===== src/verilog/aale_pkg.sv =====
// aale_pkg: constants and types shared by the accumulator and auxiliary load execution unit
// assumes a 16-bit data path, a 32-bit accumulator and eight auxiliary registers
package aale_pkg;
    // ****************************************************************
    // widths and fields
    // ****************************************************************
    localparam int AALE_DW = 16;
    localparam int AALE_AW = 32;
    localparam int AALE_DMA_W = 7;
    localparam int AALE_SHIFT_W = 4;
    localparam int AALE_NAR = 8;
    localparam int AALE_ARP_W = 3;
    localparam int AALE_SK_W = 8;
    localparam int AALE_WAIT_W = 8;
    localparam int AALE_CNT_W = 16;
    localparam logic [4:0] AALE_SHIFT16 = 5'h10;
    localparam logic [AALE_SHIFT_W-1:0] AALE_SHIFT_DEF = 4'h0;
    localparam logic [AALE_CNT_W-1:0] AALE_ONE = 16'h0001;
    localparam logic [AALE_CNT_W-1:0] AALE_TWO = 16'h0002;

    // instruction families
    typedef enum logic [2:0] {
        AALE_OP_SHIFT,     // shifted accumulator load, direct/indirect
        AALE_OP_SHIFT16,   // shift-of-16 form
        AALE_OP_SHIFT_LK,  // long constant form
        AALE_OP_LOW,       // low-half load from memory
        AALE_OP_LOW_K,     // low-half load short constant
        AALE_OP_TEMP_MULTIPLICAND_REG,      // shift by temp register
        AALE_OP_AUX,       // aux load from memory
        AALE_OP_AUX_K      // aux load 8- or 16-bit constant
    } aale_op_e;

    typedef enum logic {
        AALE_IDLE,
        AALE_BUSY
    } aale_state_e;

    typedef struct packed {
        aale_state_e state;
        logic [AALE_CNT_W-1:0] cnt;
        logic [AALE_AW-1:0] acc;
        logic [AALE_NAR*AALE_DW-1:0] ar;
        logic [AALE_ARP_W-1:0] aux_reg_pointer;
        logic done;
        logic [AALE_DMA_W-1:0] dma;
    } aale_reg_s;
endpackage : aale_pkg


===== src/verilog/aale_exec.sv =====
// aale_exec: executes accumulator and auxiliary register loads with cycle accounting
// assumes operand data is valid with START; wait counts come from the memory interface
`timescale 1ns/100ps
`default_nettype none
module aale_exec (
    input wire logic CLK,                                  // cpu clock
    input wire logic RST_N,                                // sync reset, active low
    input wire logic START,                                // one-cycle request pulse
    input wire aale_pkg::aale_op_e OP,                     // load family
    input wire logic [aale_pkg::AALE_DW-1:0] OPERAND,      // memory word or constant
    input wire logic [aale_pkg::AALE_SHIFT_W-1:0] SHIFT,   // coded shift, 0 default
    input wire logic [aale_pkg::AALE_DW-1:0] TEMP_MULT,    // temporary multiplicand reg
    input wire logic SIGN_EXT_MODE,                        // sign extension mode bit
    input wire logic [aale_pkg::AALE_ARP_W-1:0] AUX_SEL,   // target aux register
    input wire logic INDIRECT,                             // indirect addressing form
    input wire logic NEXT_ARP_VALID,                       // next pointer coded
    input wire logic [aale_pkg::AALE_ARP_W-1:0] NEXT_ARP,  // next aux register
    input wire logic [15:0] INSTR_WORD,                    // instruction word, dma in low bits
    input wire logic OPND_EXT,                             // operand in external memory
    input wire logic CODE_EXT,                             // code in external memory
    input wire logic SAME_SINGLE_ACCESS_RAM,                           // operand and code same block
    input wire logic [aale_pkg::AALE_WAIT_W-1:0] DATA_WAIT, // data wait count
    input wire logic [aale_pkg::AALE_WAIT_W-1:0] PROG_WAIT, // program wait count
    input wire logic [aale_pkg::AALE_CNT_W-1:0] REPEAT_N,  // iterations, 0 means single
    output logic BUSY,                                     // executing
    output logic DONE,                                     // one-cycle completion pulse
    output logic [aale_pkg::AALE_AW-1:0] ACC,              // accumulator
    output logic [aale_pkg::AALE_NAR*aale_pkg::AALE_DW-1:0] AUX_REGS, // aux regs packed
    output logic [aale_pkg::AALE_ARP_W-1:0] AUX_REG_POINTER,           // aux register pointer
    output logic [aale_pkg::AALE_DMA_W-1:0] DMA            // direct address low bits
);
    import aale_pkg::*;

    // ****************************************************************
    // helpers
    // ****************************************************************
    // widen a word with or without sign and shift left, zero filling below
    function automatic logic [AALE_AW-1:0] shl_ext(input logic [AALE_DW-1:0] d,
                                                   input logic sx,
                                                   input logic [4:0] sh);
        logic [AALE_AW-1:0] w;
        w = {{AALE_DW{sx & d[AALE_DW-1]}}, d};
        shl_ext = w << sh;
    endfunction : shl_ext

    function automatic logic [AALE_CNT_W-1:0] w16(input logic [AALE_WAIT_W-1:0] w);
        w16 = {{(AALE_CNT_W-AALE_WAIT_W){1'b0}}, w};
    endfunction : w16

    aale_reg_s q_r;
    aale_reg_s d_nxt;
    logic [AALE_CNT_W-1:0] n_eff;
    logic [AALE_CNT_W-1:0] cycles;
    logic [AALE_AW-1:0] acc_new;
    logic [AALE_NAR*AALE_DW-1:0] ar_new;
    logic [AALE_ARP_W-1:0] arp_new;
    logic [AALE_DMA_W-1:0] dma_new;

    // ****************************************************************
    // cycle accounting helpers
    // ****************************************************************
    // wait states of n external data reads, none when the operand is on chip
    function automatic logic [AALE_CNT_W-1:0] data_waits(input logic [AALE_CNT_W-1:0] n,
                                                         input logic ext,
                                                         input logic [AALE_WAIT_W-1:0] dw);
        logic [AALE_CNT_W-1:0] t;
        t = AALE_CNT_W'(n * w16(dw));
        data_waits = ext ? t : '0;
    endfunction : data_waits

    // memory-operand forms: n base cycles, doubled for aux loads
    function automatic logic [AALE_CNT_W-1:0] mem_cycles(input logic [AALE_CNT_W-1:0] n,
                                                         input logic aux,
                                                         input logic opnd_ext,
                                                         input logic code_ext,
                                                         input logic same_blk,
                                                         input logic [AALE_WAIT_W-1:0] dw,
                                                         input logic [AALE_WAIT_W-1:0] pw);
        logic [AALE_CNT_W-1:0] c;
        c = AALE_CNT_W'(n + data_waits(n, opnd_ext, dw));
        if (aux) begin
            // aux register loads spend two cycles per word
            c = AALE_CNT_W'(c + n);
        end
        if (same_blk && !opnd_ext && !code_ext) begin
            // operand and code contend for one single-access block
            c = AALE_CNT_W'(c + AALE_ONE);
        end
        if (code_ext) begin
            // external fetch, one more cycle when both sides are external
            c = AALE_CNT_W'(c + w16(pw) + (opnd_ext ? AALE_ONE : '0));
        end
        mem_cycles = c;
    endfunction : mem_cycles

    // constant forms: base cycles plus program waits per fetched word
    function automatic logic [AALE_CNT_W-1:0] const_cycles(input logic [AALE_CNT_W-1:0] base,
                                                           input logic [AALE_CNT_W-1:0] fetches,
                                                           input logic code_ext,
                                                           input logic [AALE_WAIT_W-1:0] pw);
        logic [AALE_CNT_W-1:0] t;
        t = AALE_CNT_W'(base + fetches * w16(pw));
        const_cycles = code_ext ? t : base;
    endfunction : const_cycles

    // ****************************************************************
    // cycle count
    // ****************************************************************
    // total cycles of the request now on the inputs
    always_comb begin
        n_eff = (REPEAT_N == '0) ? AALE_ONE : REPEAT_N;
        unique case (OP)
            AALE_OP_SHIFT_LK: begin
                // two words fetched
                cycles = const_cycles(AALE_TWO, AALE_TWO, CODE_EXT, PROG_WAIT);
            end
            AALE_OP_LOW_K: begin
                // one-word constant form
                cycles = const_cycles(AALE_ONE, AALE_ONE, CODE_EXT, PROG_WAIT);
            end
            AALE_OP_AUX_K: begin
                // aux constant costs two cycles on chip
                cycles = const_cycles(AALE_TWO, AALE_ONE, CODE_EXT, PROG_WAIT);
            end
            AALE_OP_SHIFT, AALE_OP_SHIFT16, AALE_OP_LOW, AALE_OP_TEMP_MULTIPLICAND_REG, AALE_OP_AUX: begin
                // memory-operand forms: n on chip, n+nd external, each plus n for aux loads
                cycles = mem_cycles(n_eff, OP == AALE_OP_AUX, OPND_EXT, CODE_EXT,
                                    SAME_SINGLE_ACCESS_RAM, DATA_WAIT, PROG_WAIT);
            end
        endcase
    end

    // ****************************************************************
    // result paths
    // ****************************************************************
    // accumulator value for each family; aux loads leave it alone
    always_comb begin
        acc_new = q_r.acc;
        unique case (OP)
            AALE_OP_SHIFT, AALE_OP_SHIFT_LK: begin
                // memory word or long constant with coded shift
                acc_new = shl_ext(OPERAND, SIGN_EXT_MODE, {1'b0, SHIFT});
            end
            AALE_OP_SHIFT16: begin
                // operand lands in the upper half
                acc_new = shl_ext(OPERAND, SIGN_EXT_MODE, AALE_SHIFT16);
            end
            AALE_OP_LOW: begin
                // unsigned word in the lower half
                acc_new = shl_ext(OPERAND, 1'b0, 5'h00);
            end
            AALE_OP_LOW_K: begin
                // short constant, zero above
                acc_new = {{(AALE_AW-AALE_SK_W){1'b0}}, OPERAND[AALE_SK_W-1:0]};
            end
            AALE_OP_TEMP_MULTIPLICAND_REG: begin
                // dynamic shift from the temp register
                acc_new = shl_ext(OPERAND, SIGN_EXT_MODE,
                                  {1'b0, TEMP_MULT[AALE_SHIFT_W-1:0]});
            end
            AALE_OP_AUX, AALE_OP_AUX_K: begin
                // accumulator untouched
                acc_new = q_r.acc;
            end
        endcase
    end

    // aux register file with the selected entry replaced on aux loads
    always_comb begin
        ar_new = q_r.ar;
        if (OP == AALE_OP_AUX || OP == AALE_OP_AUX_K) begin
            // constants and words both land unsigned
            ar_new[AUX_SEL*AALE_DW +: AALE_DW] = OPERAND;
        end
    end

    // pointer follows the coded next register on indirect forms only
    always_comb begin
        arp_new = (INDIRECT && NEXT_ARP_VALID) ? NEXT_ARP : q_r.aux_reg_pointer;
        dma_new = INSTR_WORD[AALE_DMA_W-1:0];
    end

    // ****************************************************************
    // next state
    // ****************************************************************
    always_comb begin
        d_nxt = q_r;
        d_nxt.done = 1'b0;
        unique case (q_r.state)
            AALE_IDLE: begin
                if (START) begin
                    // results land at the accepting edge
                    d_nxt.dma = dma_new;
                    d_nxt.acc = acc_new;
                    d_nxt.ar = ar_new;
                    d_nxt.aux_reg_pointer = arp_new;
                    if (cycles == AALE_ONE) begin
                        d_nxt.done = 1'b1;
                    end else begin
                        d_nxt.state = AALE_BUSY;
                        d_nxt.cnt = AALE_CNT_W'(cycles - AALE_TWO);
                    end
                end
            end
            AALE_BUSY: begin
                if (q_r.cnt == '0) begin
                    d_nxt.state = AALE_IDLE;
                    d_nxt.done = 1'b1;
                end else begin
                    d_nxt.cnt = AALE_CNT_W'(q_r.cnt - AALE_ONE);
                end
            end
        endcase
    end

    // ****************************************************************
    // state register
    // ****************************************************************
    always_ff @(posedge CLK) begin
        if (!RST_N) begin
            q_r <= '{state: AALE_IDLE, default: '0};
        end else begin
            q_r <= d_nxt;
        end
    end

    // outputs straight from the state flops
    assign BUSY = (q_r.state == AALE_BUSY);
    assign DONE = q_r.done;
    assign ACC = q_r.acc;
    assign AUX_REGS = q_r.ar;
    assign AUX_REG_POINTER = q_r.aux_reg_pointer;
    assign DMA = q_r.dma;
endmodule : aale_exec
`default_nettype wire


===== config.mk =====
export PLATFORM = sky130hd
export DESIGN_NAME = aale_exec
export DESIGN_NICKNAME = d
export VERILOG_FILES = /design/src/verilog/aale_pkg.sv /design/src/verilog/aale_exec.sv
export SDC_FILE = /design/constraint.sdc
export NUM_CORES = 1
export LEC_CHECK = 0
export BUFFER_PORTS_ARGS = -buffer_cell sky130_fd_sc_hd__buf_2
export CORE_ASPECT_RATIO = 1.5
export CORE_MARGIN = 2
export CORE_UTILIZATION = 30
export CTS_BUF_LIST = sky130_fd_sc_hd__clkbuf_8
export DETAILED_ROUTE_END_ITERATION = 16
export PLACE_DENSITY = 0.56
export SYNTH_ARGS = -nofsm -noshare
export SYNTH_HDL_FRONTEND = slang
export SYNTH_SLANG_ARGS = --single-unit

===== constraint.sdc =====
create_clock -name CLK -period 30.1 [get_ports CLK]
set_input_delay 6.02 -clock CLK [delete_from_list [all_inputs] [get_ports CLK]]
set_output_delay 6.02 -clock CLK [all_outputs]
set_load 0.02 [all_outputs]

Yosys cells after proc, flatten, opt, wreduce, memory -nomap -nowiden

Index checks and enable logic that the tools add are counted.

Reduce and logical (&&, ||, !) cells: 17
Shift operators: 4
$add $sub $neg: 11
Equal/unequal tests: 11
Multiply operators: 1
Mux-type cells: 24
Bitwise logic cells: 3

Operators with widths:

| kind                      | number |
|---|---|
| $mux 188                  | 1 |
| $pmux 32 s5               | 1 |
| $bwmux 128                | 1 |
| $mux 128                  | 1 |
| $mux 16                   | 8 |
| $shift 16x34->128 const A | 1 |
| $shiftx 16x34->128        | 1 |
| $pmux 16 s4               | 1 |
| $shl 32x4->32             | 2 |
| $neg 7->34                | 1 |
| $pmux 17 s2               | 1 |
| $add 16x16->16            | 2 |
| $logic_not 16->1          | 2 |
| $mux 9                    | 2 |
| $mux 17                   | 1 |
| $add 16x1->16             | 1 |
| $add 16x1->16 const B     | 1 |
| $add 16x8->16             | 1 |
| $eq 16x1->1 const B       | 1 |
| $mul 16x8->16             | 1 |
| $sub 16x1->16 const B     | 1 |
| $sub 16x2->16 const B     | 1 |
| $eq 3x3->1 const B        | 4 |
| $reduce_and 3->1          | 4 |
| other kinds (19)          | 30 |

Logic and storage cells: 78
Register bits: 188
Output and inout port bits: 172
Bits of input ports: 102

Depth between registers and ports, before layout

Depth in word-level cells: 19
Gate-level depth with buffers: 42
Depth with buffers taken out: 38

Worst setup path after synthesis

No wires, ideal clock.

Path type: input -> register
From: in REPEAT_N[5] (netlist bit)
To: reg q_r[181] (netlist bit)
Arrival time: 14.323 ns
Required time: 29.969 ns
Library setup time: 0.131 ns
Slack: 15.646 ns
Buffers on the path: 6
Stages on the path: 38
Cells stage by stage: buf_2 nor4_2 a41oi_2 inv_1 nand2_1 fa_1 fa_1 inv_1 fa_1 inv_1 fa_1 inv_1 ha_1 a21oi_1 xnor2_1 nor2_1 ha_1 clkbuf_1 [2 not listed] xor2_1 ha_1 clkbuf_1 a21o_1 a31o_2 a2111oi_0 o211a_1 a21oi_1 and2_1 clkbuf_1 or4_4 or3_1 a21oi_2 o31ai_2 buf_6 buf_6 a22oi_1 o22ai_1

Word-level cells in the longest chain between the ends: 19
Elaborated cells on any way between the ends: 22
Classes of those cells: 6 x add/sub; 1 x mul; 2 x eq/ne; 11 x mux; 2 x reduce/logical

RTL lines:

| what                 | line             | source |
|---|---|---|
| start, declared      | aale_exec.sv:24  | `input wire logic [aale_pkg::AALE_CNT_W-1:0] REPEAT_N,` |
| $logic_not 16->1     | aale_exec.sv:111 | `n_eff = (REPEAT_N == '0) ? AALE_ONE : REPEAT_N;` |
| $mux 16 *            | aale_exec.sv:111 |  |
| $mul 16x8->16        | aale_exec.sv:67  | `t = AALE_CNT_W'(n * w16(dw));` |
| $mux 16              | aale_exec.sv:68  | `data_waits = ext ? t : '0;` |
| $add 16x16->16       | aale_exec.sv:80  | `c = AALE_CNT_W'(n + data_waits(n, opnd_ext, dw));` |
| $add 16x16->16       | aale_exec.sv:83  | `c = AALE_CNT_W'(c + n);` |
| $mux 16 *            | aale_exec.sv:81  | `if (aux) begin` |
| $mux 16 *            | aale_exec.sv:112 | `unique case (OP)` |
| [3 not listed]       | n/a              |  |
| $add 16x8->16        | aale_exec.sv:91  | `c = AALE_CNT_W'(c + w16(pw) + (opnd_ext ? AALE_ONE : '0));` |
| $add 16x1->16        | aale_exec.sv:91  |  |
| $mux 16 *            | aale_exec.sv:89  | `if (code_ext) begin` |
| $pmux 16 s4 *        | aale_exec.sv:112 |  |
| $sub 16x2->16        | aale_exec.sv:201 | `d_nxt.cnt = AALE_CNT_W'(cycles - AALE_TWO);` |
| $mux 17              | aale_exec.sv:197 | `if (cycles == AALE_ONE) begin` |
| $mux 188             | aale_exec.sv:191 | `if (START) begin` |
| $pmux 17 s2          | aale_exec.sv:189 | `unique case (q_r.state)` |
| end signal, assigned | aale_exec.sv:223 | `q_r <= d_nxt;` |
| end, declared        | aale_exec.sv:50  | `aale_reg_s q_r;` |

Mark *: on every way between the ends. The rest lies on a longest branch, timed or not. The select of a mux whose other input is x is not followed.
A chain may end at the register's enable or synchronous reset.

Final worst setup path

From: in REPEAT_N[1] (netlist bit)
To: reg q_r[175] (netlist bit)

The elaborated chain is that of the path after synthesis.

==> results.toml <==
[clock_tree]
cts_setup_buffers = 0
post_cts_resized = 0
postCtsHoldBufs = 0
h-tree-depth = 4
cts_tree = "built"
cts_sinks = 188
clock_latency_ns = 0.49
cts_buffer_depth = 2
cts_made_buffers = 17
cts_root_buf = "clkbuf_8"
cts.clk_slew.worst_paths_ns = 0.10

[setup_path]
slowest_stage = "a211oi_1"
cp-start-kind = "primary input"
cp_max_fo = 20
required_ns = 30.52
cp.arrival_ns = 15.76
max_stage_delay_ns = 0.58
worstSetupEndpointType = "flip-flop"
criticalPathCategory = "primary input to flip-flop"

[drt]
drtIter0Drc = 818
drc = 0
antenna_left = 0
route.vias.total = 14903
wire_per_inst_microns = 17.7
routed_wl_microns = 50400
drt-pass1-iter-count = 5
vias_per_cell = 5.23

[synth]
synth_top_cell_by_area = "dfxtp_1"
ys_ff_latch = 188
synth_edf_count = 0
synth_common_cells = "245 x nand2_1, 193 x a21oi_1, 188 x dfxtp_1"
async_reset_ff_frac = 0
yosysMostFrequentCell = "nand2_1"
syn-num-nets = 2399
synth.area.top_cells = "dfxtp_1 23%, fa_1 7.8%, buf_4 7.8%"
syn_area_sq_mm = 0.0164
syn_inst = 2165
synth_top_area_share = 0.229
avgSynthCellArea_sq_um = 7.58
synth_cell_types = 82
ys_warn_count = 0
ys.flop_type = "dfxtp_1"
synth_seq_area_share = 0.229

[placed_design]
dpl.hpwl_microns = 38400
gp_congestion = 0.918
portBuffers = 252
dpl-instance-area_sq_mm = 0.0168

[grt]
grt_max_degree = 104
grt_util_all_layers = 0.174
grt_pass1_wl_microns = 79400
grt_pass1_vias = 14603
grt_overflow_total = 0
antenna_found_initial = 3

[die]
core_area_sq_mm = 0.0544
row_count = 105
ioPinCount = 274
die-height_microns = 290
start_util = 0.302
die_area_sq_mm = 0.0566
fp.dieW_microns = 195

[min_path]
min_path_type = "flip-flop to flip-flop"

[final_layout]
final_area_sq_mm = 0.0172
nets = 2370
fillers = 5880
layout-area-overhead-vs-synth_pct = 4.83
layout-drive-gt1-share = 0.153

[sta]
finalClockSkew_ns = 0.00992
worstMarginPinSlew_ns = 1.34
whs_ns = 0.454
period_minus_slack_ns = 15.34
max_freq_ghz = 0.0652
min_period_over_period = 0.510
setup_viol = 0
slew_headroom = 0.0970
rsz0062_at_grt = "no"
slew_viol_final = 0
hold_viol = 0
setup_tns_ns = 0

[pwr]
p_leak_uw = 0.00760
vdd_drop_max_mv = 0.0607
power_density_mw_per_mm2 = 81.8

[outcome]
status = "completed"

[run]
drv_cap = 0
==> stage by stage <==
step / util / instances / setup WS [ns] / power [uW]
5_1_grt: 0.316 / 2847 / 13.98 / 1550
6_report: 0.316 / 2847 / 14.76 / 1410
3_5_place_dp: 0.309 / 2812 / 14.25 / 1230
2_1_floorplan: - / 2165 / 15.65 / 1040
3_3_place_gp: 0.309 / 2812 / 14.32 / 1200
4_1_cts: 0.316 / 2844 / 14.77 / 1410
==> report_power, final <==
| part | internal (uW) | switching [uW] |
|---|---|---|
| Sequential | 263 | 12.0 |
| Clock | 78.8 | 95.6 |
| Combinational | 389 | 569 |
| Total | 731 | 677 |
==> critical path, delay by kind of cell <==
kind,cells,cell delay (ns)
multiplexers,1,0.36
AO/OA/AOI/OAI,13,3.05
AND/OR/NAND/NOR,8,1.76
buffers and inverters,6,0.94
XOR/XNOR,3,0.44
adder cells (fa/ha/maj),7,3.19
==> cells in the final DEF, fill, tap and decap left out, drive strengths merged, types with 7 or more instances in the layout <==
master  Yosys  routed
xnor2      42      42
o211ai     21      21
mux2i      71      71
nand3b      8       8
a21oi     194     194
nor4       11      11
nor2      170     170
a21o       20      20
inv       120     127
fa         64      64
a211oi     31      31
o31ai       9       9
o21a       19      19
a31oi      13      13
nor3       44      44
buf       185     264
nand2     245     245
clkbuf    127      19
ha         68      68
xor2       26      26
nand4      12      12
o211a      13      13
or2         7       7
nand3     124     124
o21ai      86      86
o22ai      26      26
dfxtp     188     188
nand2b     11      11
and2       69      69
mux2        9       9
a221oi     16      16
or3         9       9
nor2b      14      14
==> final cells by class <==
class | instances | area (sq um) | share of cell area
Multi-Input combinational cell | 1543 | 10400 | 0.602
Sequential cell | 188 | 3760 | 0.219
Inverter | 122 | 460 | 0.0268
Tap cell | 695 | 870 | 0.0505
Clock buffer | 19 | 262 | 0.0152
Clock inverter | 13 | 140 | 0.00814
Timing Repair Buffer | 264 | 1350 | 0.0785
Antenna cell | 3 | 7.51 | 0.000436
==> metal layers <==
layer  GRT usage  routed length [microns]  vias up
met2       0.333                    26400      503
met1       0.196                    19900     7085
met4      0.0609                     1490        0
li1            -                        -     7234
met3      0.0185                     2640       81
met5           0                        0        -
==> cell families (layout without fill, tap and decap cells) <==
group	Yosys count	after routing	synth area share
AO/OA/AOI/OAI	507	507	0.195
XOR/XNOR	69	69	0.0377
adder cells (fa/ha/maj)	132	132	0.130
buffers and inverters	434	418	0.140
flip-flops	188	188	0.229
multiplexers	80	80	0.0495
other	0	3	0
AND/OR/NAND/NOR	755	755	0.218
==> final timing paths <==
| path | start | endpoint | slack [ns] | cells after the start |
|---|---|---|---|---|
| worst max-delay path | REPEAT_N[1] | q_r[175] | 14.76 | 38 |
| worst min-delay path | ACC[31] | ACC[31] | 0.45 | 2 |
| worst max register to register | q_r[176] | q_r[183] | 26.72 | 9 |
| worst min register to register | ACC[31] | ACC[31] | 0.45 | 2 |
Power figures use the tool's default switching activity.
